### config.mk
export PLATFORM = sky130hd
export DESIGN_NAME = ipv6_icmp_acl_matcher
export DESIGN_NICKNAME = d
export VERILOG_FILES = /design/src/acl_pkg.sv /design/src/byte_field_match.sv /design/src/masked_addr_match.sv /design/src/ipv6_icmp_acl_matcher.sv
export SDC_FILE = /design/constraint.sdc
export NUM_CORES = 1
export LEC_CHECK = 0
export ABC_AREA = 0
export BUFFER_PORTS_ARGS = -buffer_cell sky130_fd_sc_hd__buf_2
export CORE_ASPECT_RATIO = 1.4
export CORE_MARGIN = 2
export CORE_UTILIZATION = 55
export CTS_BUF_LIST = sky130_fd_sc_hd__clkbuf_8
export CTS_CLUSTER_DIAMETER = 120
export DETAILED_ROUTE_END_ITERATION = 10
export GPL_TIMING_DRIVEN = 1
export PLACE_DENSITY = 0.81
export SYNTH_ARGS = -nofsm -noshare
export SYNTH_HDL_FRONTEND = slang
export SYNTH_SLANG_ARGS = --single-unit
### constraint.sdc
create_clock -name clk_sys -period 4.5 [get_ports clk_sys]
set_input_delay 0.9 -clock clk_sys [delete_from_list [all_inputs] [get_ports clk_sys]]
set_output_delay 0.9 -clock clk_sys [all_outputs]
set_load 0.005 [all_outputs]
### src/acl_pkg.sv
// Purpose: shared constants and types for the ipv6/icmp access control entry
// Assumes: apb byte addresses, 32-bit data
// Notes: register map and field positions used by rtl and bench
package acl_pkg;
    // apb register byte offsets
    localparam logic [7:0] OFF_CTRL = 8'h00;
    localparam logic [7:0] OFF_NH_VAL = 8'h04;
    localparam logic [7:0] OFF_ICMP_VAL = 8'h08;
    localparam logic [7:0] OFF_SRC_ADDR = 8'h0c;
    localparam logic [7:0] OFF_SRC_MASK = 8'h10;
    localparam logic [7:0] OFF_STATUS = 8'h14;
    localparam logic [7:0] OFF_HIT_CNT = 8'h18;
    localparam logic [7:0] OFF_FRM_CNT = 8'h1c;
    // control field positions
    localparam int CTRL_NH_LSB = 0;
    localparam int CTRL_SRC_BIT = 3;
    localparam int CTRL_HOP_LSB = 4;
    localparam int CTRL_ITYPE_BIT = 6;
    localparam int CTRL_ICODE_BIT = 7;
    localparam int CTRL_EN_BIT = 8;
    localparam int ICMP_CODE_LSB = 8;
    // values after reset
    localparam logic [31:0] CTRL_RST = 32'h0000_0000;
    localparam logic [31:0] VAL_RST = 32'h0000_0000;
    localparam logic [31:0] MASK_RST = 32'hffff_ffff;
    // next header protocol numbers
    localparam logic [7:0] PROTO_ICMPV6 = 8'h3a;
    localparam logic [7:0] PROTO_UDP = 8'h11;
    localparam logic [7:0] PROTO_TCP = 8'h06;

    typedef enum logic [2:0] {
        NH_ANY = 3'b000,
        NH_SPECIFIC = 3'b001,
        NH_ICMP = 3'b010,
        NH_UDP = 3'b011,
        NH_TCP = 3'b100
    } nh_mode_t;

    typedef enum logic [1:0] {
        HOP_ANY = 2'b00,
        HOP_ZERO = 2'b01,
        HOP_NONZERO = 2'b10
    } hop_mode_t;

    typedef struct packed {
        logic is_ipv6;
        logic [7:0] next_hdr;
        logic [127:0] src_addr;
        logic [7:0] hop_limit;
        logic [7:0] icmp_type;
        logic [7:0] icmp_code;
    } frame_hdr_t;
endpackage

### src/byte_field_match.sv
// Purpose: any/specific compare of one 8-bit header field
// Assumes: combinational, used inside a clocked parent
// Notes: any makes the field a don't-care
`timescale 1ns/1ns
`default_nettype none
module byte_field_match
    import acl_pkg::*;
(
    // setting
    input wire logic specific,
    input wire logic [7:0] value,
    // frame field
    input wire logic [7:0] field,
    // result
    output logic match
);
    assign match = !specific || (field == value);
endmodule
`default_nettype wire

### src/masked_addr_match.sv
// Purpose: network match of the low source address word under a care mask
// Assumes: combinational
// Notes: a mask bit at zero makes that address bit a don't-care
`timescale 1ns/1ns
`default_nettype none
module masked_addr_match
    import acl_pkg::*;
(
    // setting
    input wire logic specific,
    input wire logic [31:0] addr,
    input wire logic [31:0] care_mask,
    // frame field
    input wire logic [127:0] src_addr,
    // result
    output logic match
);
    wire logic [31:0] low_word;

    assign low_word = src_addr[31:0];
    assign match = !specific || ((low_word & care_mask) == (addr & care_mask));
endmodule
`default_nettype wire

### src/ipv6_icmp_acl_matcher.sv
// Purpose: one access_control_entry for ipv6 frames with icmp criteria
// Assumes: parsed header fields arrive with a one-cycle valid strobe
// Notes: verdict one cycle after the strobe; settings over apb
//
// What this block does
// - next-header mode any ignores the next header field.
// - next-header mode specific matches only the configured 8-bit value.
// - next-header mode icmp needs icmpv6 and applies icmp type and code.
// - next-header mode udp needs udp as next header.
// - next-header mode tcp needs tcp as next header.
// - source_addr_filter any ignores the source address.
// - source_addr_filter specific is a masked network compare.
// - only the low 32 source address bits take part.
// - hop mode zero rejects frames with hop limit above zero.
// - hop mode non-zero matches frames with hop limit above zero.
// - hop mode any ignores the hop limit.
// - icmp type any ignores the icmp type.
// - icmp type specific matches only the configured 8-bit type, in next-header mode icmp only.
// - icmp code any ignores the icmp code.
// - icmp code specific matches only the configured 8-bit code, in next-header mode icmp only.
`timescale 1ns/1ns
`default_nettype none
module ipv6_icmp_acl_matcher
    import acl_pkg::*;
(
    // clock and reset
    input wire logic clk_sys,
    input wire logic srst,
    // apb slave
    input wire logic psel,
    input wire logic penable,
    input wire logic pwrite,
    input wire logic [7:0] paddr,
    input wire logic [31:0] pwdata,
    input wire logic [3:0] pstrb,
    output logic [31:0] prdata,
    output logic pready,
    output logic pslverr,
    // parsed frame header
    input wire logic frm_valid,
    input wire frame_hdr_t frm,
    // verdict
    output logic verdict_valid,
    output logic verdict_hit
);
    function automatic logic [31:0] merge_strb(input logic [31:0] old,
                                               input logic [31:0] wdata,
                                               input logic [3:0] strb);
        logic [31:0] res;
        res = old;
        for (int i = 0; i < 4; i++) begin
            if (strb[i]) begin
                res[i*8 +: 8] = wdata[i*8 +: 8];
            end
        end
        return res;
    endfunction

    logic [31:0] ctrl_q, ctrl_d;
    logic [31:0] nh_val_q, nh_val_d;
    logic [31:0] icmp_val_q, icmp_val_d;
    logic [31:0] src_addr_q, src_addr_d;
    logic [31:0] src_mask_q, src_mask_d;
    logic [31:0] hit_cnt_q, hit_cnt_d;
    logic [31:0] frm_cnt_q, frm_cnt_d;
    logic [31:0] prdata_q, prdata_d;
    logic pready_q, pready_d;
    logic pslverr_q, pslverr_d;
    logic verdict_valid_q, verdict_valid_d;
    logic verdict_hit_q, verdict_hit_d;
    logic last_ipv6_q, last_ipv6_d;

    // apb decode
    wire logic acc_start;
    wire logic acc_done;
    wire logic wr_done;
    wire logic sel_ctrl;
    wire logic sel_nh;
    wire logic sel_icmp;
    wire logic sel_saddr;
    wire logic sel_smask;
    wire logic sel_status;
    wire logic sel_hcnt;
    wire logic sel_fcnt;
    wire logic addr_ok;
    wire logic [31:0] rd_mux;

    assign acc_start = psel && penable && !pready_q;
    assign acc_done = psel && penable && pready_q;
    assign wr_done = acc_done && pwrite && !pslverr_q;
    assign sel_ctrl = (paddr == OFF_CTRL);
    assign sel_nh = (paddr == OFF_NH_VAL);
    assign sel_icmp = (paddr == OFF_ICMP_VAL);
    assign sel_saddr = (paddr == OFF_SRC_ADDR);
    assign sel_smask = (paddr == OFF_SRC_MASK);
    assign sel_status = (paddr == OFF_STATUS);
    assign sel_hcnt = (paddr == OFF_HIT_CNT);
    assign sel_fcnt = (paddr == OFF_FRM_CNT);
    assign addr_ok = sel_ctrl || sel_nh || sel_icmp || sel_saddr || sel_smask
                     || sel_status || sel_hcnt || sel_fcnt;

    assign rd_mux = sel_ctrl ? ctrl_q
                    : sel_nh ? nh_val_q
                    : sel_icmp ? icmp_val_q
                    : sel_saddr ? src_addr_q
                    : sel_smask ? src_mask_q
                    : sel_status ? {29'h0000_0000, last_ipv6_q, verdict_hit_q, verdict_valid_q}
                    : sel_hcnt ? hit_cnt_q
                    : sel_fcnt ? frm_cnt_q
                    : 32'h0000_0000;

    // settings view
    wire nh_mode_t nh_mode;
    wire hop_mode_t hop_mode;
    wire logic src_specific;
    wire logic itype_specific;
    wire logic icode_specific;
    wire logic entry_en;

    assign nh_mode = nh_mode_t'(ctrl_q[CTRL_NH_LSB +: 3]);
    assign hop_mode = hop_mode_t'(ctrl_q[CTRL_HOP_LSB +: 2]);
    assign src_specific = ctrl_q[CTRL_SRC_BIT];
    assign itype_specific = ctrl_q[CTRL_ITYPE_BIT];
    assign icode_specific = ctrl_q[CTRL_ICODE_BIT];
    assign entry_en = ctrl_q[CTRL_EN_BIT];

    // per-criterion matches
    wire logic nh_val_match;
    wire logic itype_match;
    wire logic icode_match;
    wire logic src_match;
    logic nh_match;
    logic hop_match;
    wire logic icmp_frame;
    wire logic icmp_match;
    wire logic frame_hit;

    byte_field_match u_nh_match (
        .specific(1'b1),
        .value(nh_val_q[7:0]),
        .field(frm.next_hdr),
        .match(nh_val_match)
    );

    byte_field_match u_itype_match (
        .specific(itype_specific),
        .value(icmp_val_q[7:0]),
        .field(frm.icmp_type),
        .match(itype_match)
    );

    byte_field_match u_icode_match (
        .specific(icode_specific),
        .value(icmp_val_q[ICMP_CODE_LSB +: 8]),
        .field(frm.icmp_code),
        .match(icode_match)
    );

    masked_addr_match u_src_match (
        .specific(src_specific),
        .addr(src_addr_q),
        .care_mask(src_mask_q),
        .src_addr(frm.src_addr),
        .match(src_match)
    );

    assign icmp_frame = frm.is_ipv6 && (frm.next_hdr == PROTO_ICMPV6);
    assign icmp_match = icmp_frame && itype_match && icode_match;

    always_comb begin
        nh_match = 1'b0;
        unique case (nh_mode)
            NH_ANY: nh_match = 1'b1;
            NH_SPECIFIC: nh_match = nh_val_match;
            NH_ICMP: nh_match = icmp_match;
            NH_UDP: nh_match = (frm.next_hdr == PROTO_UDP);
            NH_TCP: nh_match = (frm.next_hdr == PROTO_TCP);
            default: nh_match = 1'b0;
        endcase
    end

    always_comb begin
        hop_match = 1'b0;
        unique case (hop_mode)
            HOP_ANY: hop_match = 1'b1;
            HOP_ZERO: hop_match = (frm.hop_limit == 8'h00);
            HOP_NONZERO: hop_match = (frm.hop_limit != 8'h00);
            default: hop_match = 1'b0;
        endcase
    end

    // all criteria on one ipv6 frame
    assign frame_hit = entry_en && frm.is_ipv6 && nh_match && src_match && hop_match;

    // next-state
    always_comb begin
        ctrl_d = ctrl_q;
        nh_val_d = nh_val_q;
        icmp_val_d = icmp_val_q;
        src_addr_d = src_addr_q;
        src_mask_d = src_mask_q;
        hit_cnt_d = hit_cnt_q;
        frm_cnt_d = frm_cnt_q;
        if (wr_done && sel_ctrl) begin
            ctrl_d = merge_strb(ctrl_q, pwdata, pstrb) & 32'h0000_01ff;
        end
        if (wr_done && sel_nh) begin
            nh_val_d = merge_strb(nh_val_q, pwdata, pstrb) & 32'h0000_00ff;
        end
        if (wr_done && sel_icmp) begin
            icmp_val_d = merge_strb(icmp_val_q, pwdata, pstrb) & 32'h0000_ffff;
        end
        if (wr_done && sel_saddr) begin
            src_addr_d = merge_strb(src_addr_q, pwdata, pstrb);
        end
        if (wr_done && sel_smask) begin
            src_mask_d = merge_strb(src_mask_q, pwdata, pstrb);
        end
        // counter clear on write, a frame counted in the same cycle adds one after the clear
        if (wr_done && sel_hcnt) begin
            hit_cnt_d = 32'h0000_0000;
        end
        if (wr_done && sel_fcnt) begin
            frm_cnt_d = 32'h0000_0000;
        end
        if (frm_valid) begin
            frm_cnt_d = frm_cnt_d + 32'h0000_0001;
        end
        if (frm_valid && frame_hit) begin
            hit_cnt_d = hit_cnt_d + 32'h0000_0001;
        end
    end

    assign pready_d = acc_start;
    assign pslverr_d = acc_start ? !addr_ok : 1'b0;
    assign prdata_d = (acc_start && !pwrite) ? rd_mux : 32'h0000_0000;
    assign verdict_valid_d = frm_valid;
    assign verdict_hit_d = frm_valid && frame_hit;
    assign last_ipv6_d = frm_valid ? frm.is_ipv6 : last_ipv6_q;

    always_ff @(posedge clk_sys) begin
        if (srst) begin
            ctrl_q <= CTRL_RST;
            nh_val_q <= VAL_RST;
            icmp_val_q <= VAL_RST;
            src_addr_q <= VAL_RST;
            src_mask_q <= MASK_RST;
            hit_cnt_q <= VAL_RST;
            frm_cnt_q <= VAL_RST;
        end else begin
            ctrl_q <= ctrl_d;
            nh_val_q <= nh_val_d;
            icmp_val_q <= icmp_val_d;
            src_addr_q <= src_addr_d;
            src_mask_q <= src_mask_d;
            hit_cnt_q <= hit_cnt_d;
            frm_cnt_q <= frm_cnt_d;
        end
    end

    always_ff @(posedge clk_sys) begin
        if (srst) begin
            prdata_q <= 32'h0000_0000;
            pready_q <= 1'b0;
            pslverr_q <= 1'b0;
            verdict_valid_q <= 1'b0;
            verdict_hit_q <= 1'b0;
            last_ipv6_q <= 1'b0;
        end else begin
            prdata_q <= prdata_d;
            pready_q <= pready_d;
            pslverr_q <= pslverr_d;
            verdict_valid_q <= verdict_valid_d;
            verdict_hit_q <= verdict_hit_d;
            last_ipv6_q <= last_ipv6_d;
        end
    end

    assign prdata = prdata_q;
    assign pready = pready_q;
    assign pslverr = pslverr_q;
    assign verdict_valid = verdict_valid_q;
    assign verdict_hit = verdict_hit_q;

    non_ipv6_miss_a: assert property (
        @(posedge clk_sys) disable iff (srst)
        frm_valid && !frm.is_ipv6 |=> verdict_valid && !verdict_hit)
        else $error("non-ipv6 frame hit");

    nh_specific_miss_a: assert property (
        @(posedge clk_sys) disable iff (srst)
        frm_valid && nh_mode == NH_SPECIFIC && frm.next_hdr != nh_val_q[7:0]
        |=> !verdict_hit)
        else $error("next header mismatch hit");

    nh_icmp_only_a: assert property (
        @(posedge clk_sys) disable iff (srst)
        frm_valid && nh_mode == NH_ICMP && frm.next_hdr != PROTO_ICMPV6
        |=> !verdict_hit)
        else $error("icmp mode hit on non-icmp frame");

    nh_l4_gate_a: assert property (
        @(posedge clk_sys) disable iff (srst)
        verdict_hit && $past(nh_mode) inside {NH_UDP, NH_TCP}
        |-> $past(frm.next_hdr) == (($past(nh_mode) == NH_UDP) ? PROTO_UDP : PROTO_TCP))
        else $error("l4 protocol gate broken");

    src_mask_cmp_a: assert property (
        @(posedge clk_sys) disable iff (srst)
        verdict_hit && $past(src_specific)
        |-> (($past(frm.src_addr[31:0]) ^ $past(src_addr_q)) & $past(src_mask_q))
            == 32'h0000_0000)
        else $error("masked source mismatch hit");

    hop_zero_a: assert property (
        @(posedge clk_sys) disable iff (srst)
        frm_valid && hop_mode == HOP_ZERO && frm.hop_limit != 8'h00 |=> !verdict_hit)
        else $error("zero hop mode hit on nonzero hop");

    icmp_fields_a: assert property (
        @(posedge clk_sys) disable iff (srst)
        verdict_hit && $past(nh_mode) == NH_ICMP && $past(icode_specific)
        |-> $past(frm.icmp_code) == $past(icmp_val_q[ICMP_CODE_LSB +: 8]))
        else $error("icmp code mismatch hit");

    all_match_hit_a: assert property (
        @(posedge clk_sys) disable iff (srst)
        frm_valid && entry_en && frm.is_ipv6 && nh_mode == NH_ANY
        && !src_specific && hop_mode == HOP_ANY |=> verdict_hit)
        else $error("all-any entry missed ipv6 frame");

    apb_answer_a: assert property (
        @(posedge clk_sys) disable iff (srst)
        psel && !penable ##1 psel && penable |-> !pready ##1 pready)
        else $error("apb answer timing wrong");

    hit_count_a: assert property (
        @(posedge clk_sys) disable iff (srst)
        verdict_hit && !$past(wr_done && sel_hcnt)
        |-> hit_cnt_q == $past(hit_cnt_q) + 32'h0000_0001)
        else $error("hit counter not stepped");
endmodule
`default_nettype wire

==> impl_metrics.tcl <==
set metrics [dict create \
    tightestPinTransition_ns 1.00 \
    cts_resized 0 \
    wire_per_inst_um 20.2 \
    irDropWorstVdd_mv 0.212 \
    synth_edf_count 0 \
    ctsRootBufferMaster "clkbuf_8" \
    die_x_um 117 \
    endpoint_kind "register" \
    fmax_mhz 287 \
    cts_buffer_depth 2 \
    finalCritPeriodShare_pct 77.5 \
    syn_area_per_cell_sq_um 8.82 \
    nNetsFinal 1457 \
    required_ns 4.91 \
    synth-simple-area-share_pct 23.4 \
    setup_violations 0 \
    fillers 1503 \
    start_util_pct 55.5 \
    muxShareOfSynthArea_pct 9.90 \
    maxSlewViolCount 0 \
    power_frac_comb_pct 6.4 \
    rsz0062_at_grt "no" \
    status "completed" \
    swShare_pct 26.2 \
    dp_slack_ns 0.541 \
    crit_path_frequent_cell "nand2_1" \
    dr.pass1.iters 5 \
    hpwl_um 22500 \
    antenna_cells 0 \
    yosysMostFrequentCell "dfxtp_1" \
    grt_pass1_vias 8896 \
    synthesis.area_sq_mm 0.00987 \
    postRouteAntennaNets 0 \
    via_per_inst 6.26 \
    synth-compound-area-share_pct 16.3 \
    synthCells 1119 \
    stdcell_count 1497 \
    cp_num_buf_inv 1 \
    cts_setup_buffers 0 \
    final.setup.tns_ns 0 \
    hold_slack_ns 0.501 \
    switchingPower_mw 0.838 \
    synth_top_family_by_area "simple AND/OR/NAND/NOR gates" \
    synthXorXnorAreaFrac_pct 6.65 \
    hold_buffers 0 \
    synth_nets 1332 \
    area_growth_pct 13.9 \
    synth_warnings 0 \
    power_mw 3.19 \
    crit_chain "buf_2, or4_1, nor4_2, nand2_1, and2_1, ha_1, nand2_1, nor4_1, o2111ai_2, or2_2, or3_1, a21oi_1" \
    grt_max_degree 73 \
    die_area_sq_mm 0.0191 \
    clock_sinks 198 \
    synth_area_leader_cell "dfxtp_1" \
    hp-class "reg -> reg" \
    cp_slowest_cell "nor4_1" \
    hold_viol_final 0 \
    place_congestion 0.937 \
    synthAdderAreaFrac_pct 0.253 \
    ys_types 70 \
    htreeDepth 4 \
    p_int_mw 2.36 \
    synthTopCellsByCount "dfxtp_1 (198), nor2_1 (135), nand2_1 (91), mux2i_1 (83), a21oi_1 (59)" \
    track_usage_pct 31.5 \
    crit_fanout 9 \
    grt-ovfl-total 0 \
    arrival_ns 3.90 \
    cap_violations 0 \
    io_pins 247 \
    slew_headroom_pct 33.0 \
    synth_area_leaders "dfxtp_1 (40%), mux2i_1 (8.4%), nor2_1 (5.1%)" \
    path_delay_family "simple AND/OR/NAND/NOR gates" \
    grt_pass1_wl_um 46100 \
    start_kind "primary input" \
    antenna_found_initial 0 \
    async_reset_ff_share_pct 0 \
    vias 9371 \
    power_frac_seq_pct 55.0 \
    synth_seq_cells 198 \
    clk_pin_slew_ns 0.10 \
    yosysSeqAreaShare_pct 40.2 \
    cts_buffers 17 \
    max_stage_delay_ns 0.43 \
    leakage_nw 4.21 \
    clock_skew_ns 0.0145 \
    cts_tree "yes" \
    layout_min_cycle_time_ns 3.49 \
    drive_gt1_share_pct 18.9 \
    insertion_delay_ns 0.50 \
    synth_ff_type "dfxtp_1" \
    clockPowerShare_pct 38.5 \
    place_inst 1465 \
    power_density_mw_per_mm2 284 \
    fp.dieH_um 163 \
    drc 0 \
    synth_top_area_share_pct 40.2 \
    rows 58 \
    critical_path_class "in -> reg" \
    drtIter0Drc 975 \
    routed_wl_um 30300 \
    fin_ws_ns 1.01 \
    coreArea_sq_mm 0.0178 \
    io_buffers 150 \
]
==> state kept, by name, indices dropped and copies added, names as in the netlist, 8 cells and up <==
register	flops
frm_cnt_q	32
hit_cnt_q	32
prdata	32
src_addr_q	32
src_mask_q	32
icmp_val_q	16
ctrl_q	9
nh_val_q	8
==> area by class of cell <==
type	instances	area [sq um]	share of cell area [%]
clock buffer	17	234	2.08
clock inverter	15	189	1.68
inverter	14	52.6	0.467
multi-input combinational	843	5600	49.8
sequential	198	3960	35.2
tap	240	300	2.67
timing repair buffer	170	903	8.03
==> metal layers <==
metal	track usage, %	wire length, um	share of wire (%)	vias up
li1	-	-	-	4323
met1	35.8	11200	37	4439
met2	53.5	14900	49	486
met3	6.66	2340	7.7	123
met4	18.4	1870	6.2	0
met5	0	0	0	-
==> cell usage in the layout, fill, tap and decap left out, drive strengths merged, types with 4 or more instances in the layout <==
| cell type | count |
|---|---|
| dfxtp | 198 |
| buf | 170 |
| nor2 | 139 |
| nand2 | 92 |
| mux2i | 83 |
| a21oi | 59 |
| xor2 | 46 |
| a22oi | 46 |
| o21ai | 32 |
| nand4 | 31 |
| xnor2 | 29 |
| nor2b | 25 |
| or4 | 24 |
| o31ai | 22 |
| nand3 | 21 |
| inv | 21 |
| and3 | 19 |
| a211o | 17 |
| nand3b | 17 |
| clkbuf | 17 |
| nor3 | 15 |
| nor4 | 13 |
| a211oi | 11 |
| nand2b | 10 |
| and2 | 9 |
| or3 | 9 |
| a221oi | 9 |
| a31oi | 7 |
| a22o | 6 |
| and4 | 5 |
| mux2 | 5 |
| clkinv | 5 |
| mux4 | 4 |
==> worst reg2reg max path, cell delays in order (launching register included) <==
cell	delay [ns]
dfxtp_1	0.35
xor2_1	0.16
a22oi_1	0.25
nand4_1	0.21
or4_1	0.69
a21o_1	0.42
buf_4	0.29
nor4_1	0.33
mux2_2	0.37
==> power groups by stage <==
stage	Sequential, mW	Clock, mW	Combinational (mW)
floorplan	1.80	0	0.0960
global route	1.76	1.30	0.218
detailed placement	1.80	0	0.200
finish	1.76	1.23	0.205
global placement	1.80	0	0.197
CTS	1.76	1.23	0.201
==> metrics by stage <==
step	instance area [sq um]	util, %
after global placement	10800	60.9
after detailed placement	10800	60.9
after CTS	11200	63.3
after floorplan	9870	-
after global routing	11200	63.3
final	11200	63.3
==> cells by family (layout without fill, tap and decap cells) <==
logic type               Yosys count  count (layout)
AO/OA/AOI/OAI                    232             232
XOR/XNOR                          75              75
adder cells (fa/ha/maj)            2               2
buffers and inverters             78             216
flip-flops                       198             198
multiplexers                      92              92
AND/OR/NAND/NOR                  442             442
==> path summary, 6_finish.rpt <==
check / slack [ns] / start / end / cells after the start
hold / removal: 0.50 / src_mask_q[16] / src_mask_q[16] / 2
setup / recovery: 1.01 / paddr[5] / frm_cnt_q[30] / 12
setup reg to reg: 1.31 / src_addr_q[4] / hit_cnt_q[14] / 8
hold reg to reg: 0.50 / src_mask_q[16] / src_mask_q[16] / 2
No activity file was read; power rests on OpenSTA's default activity.
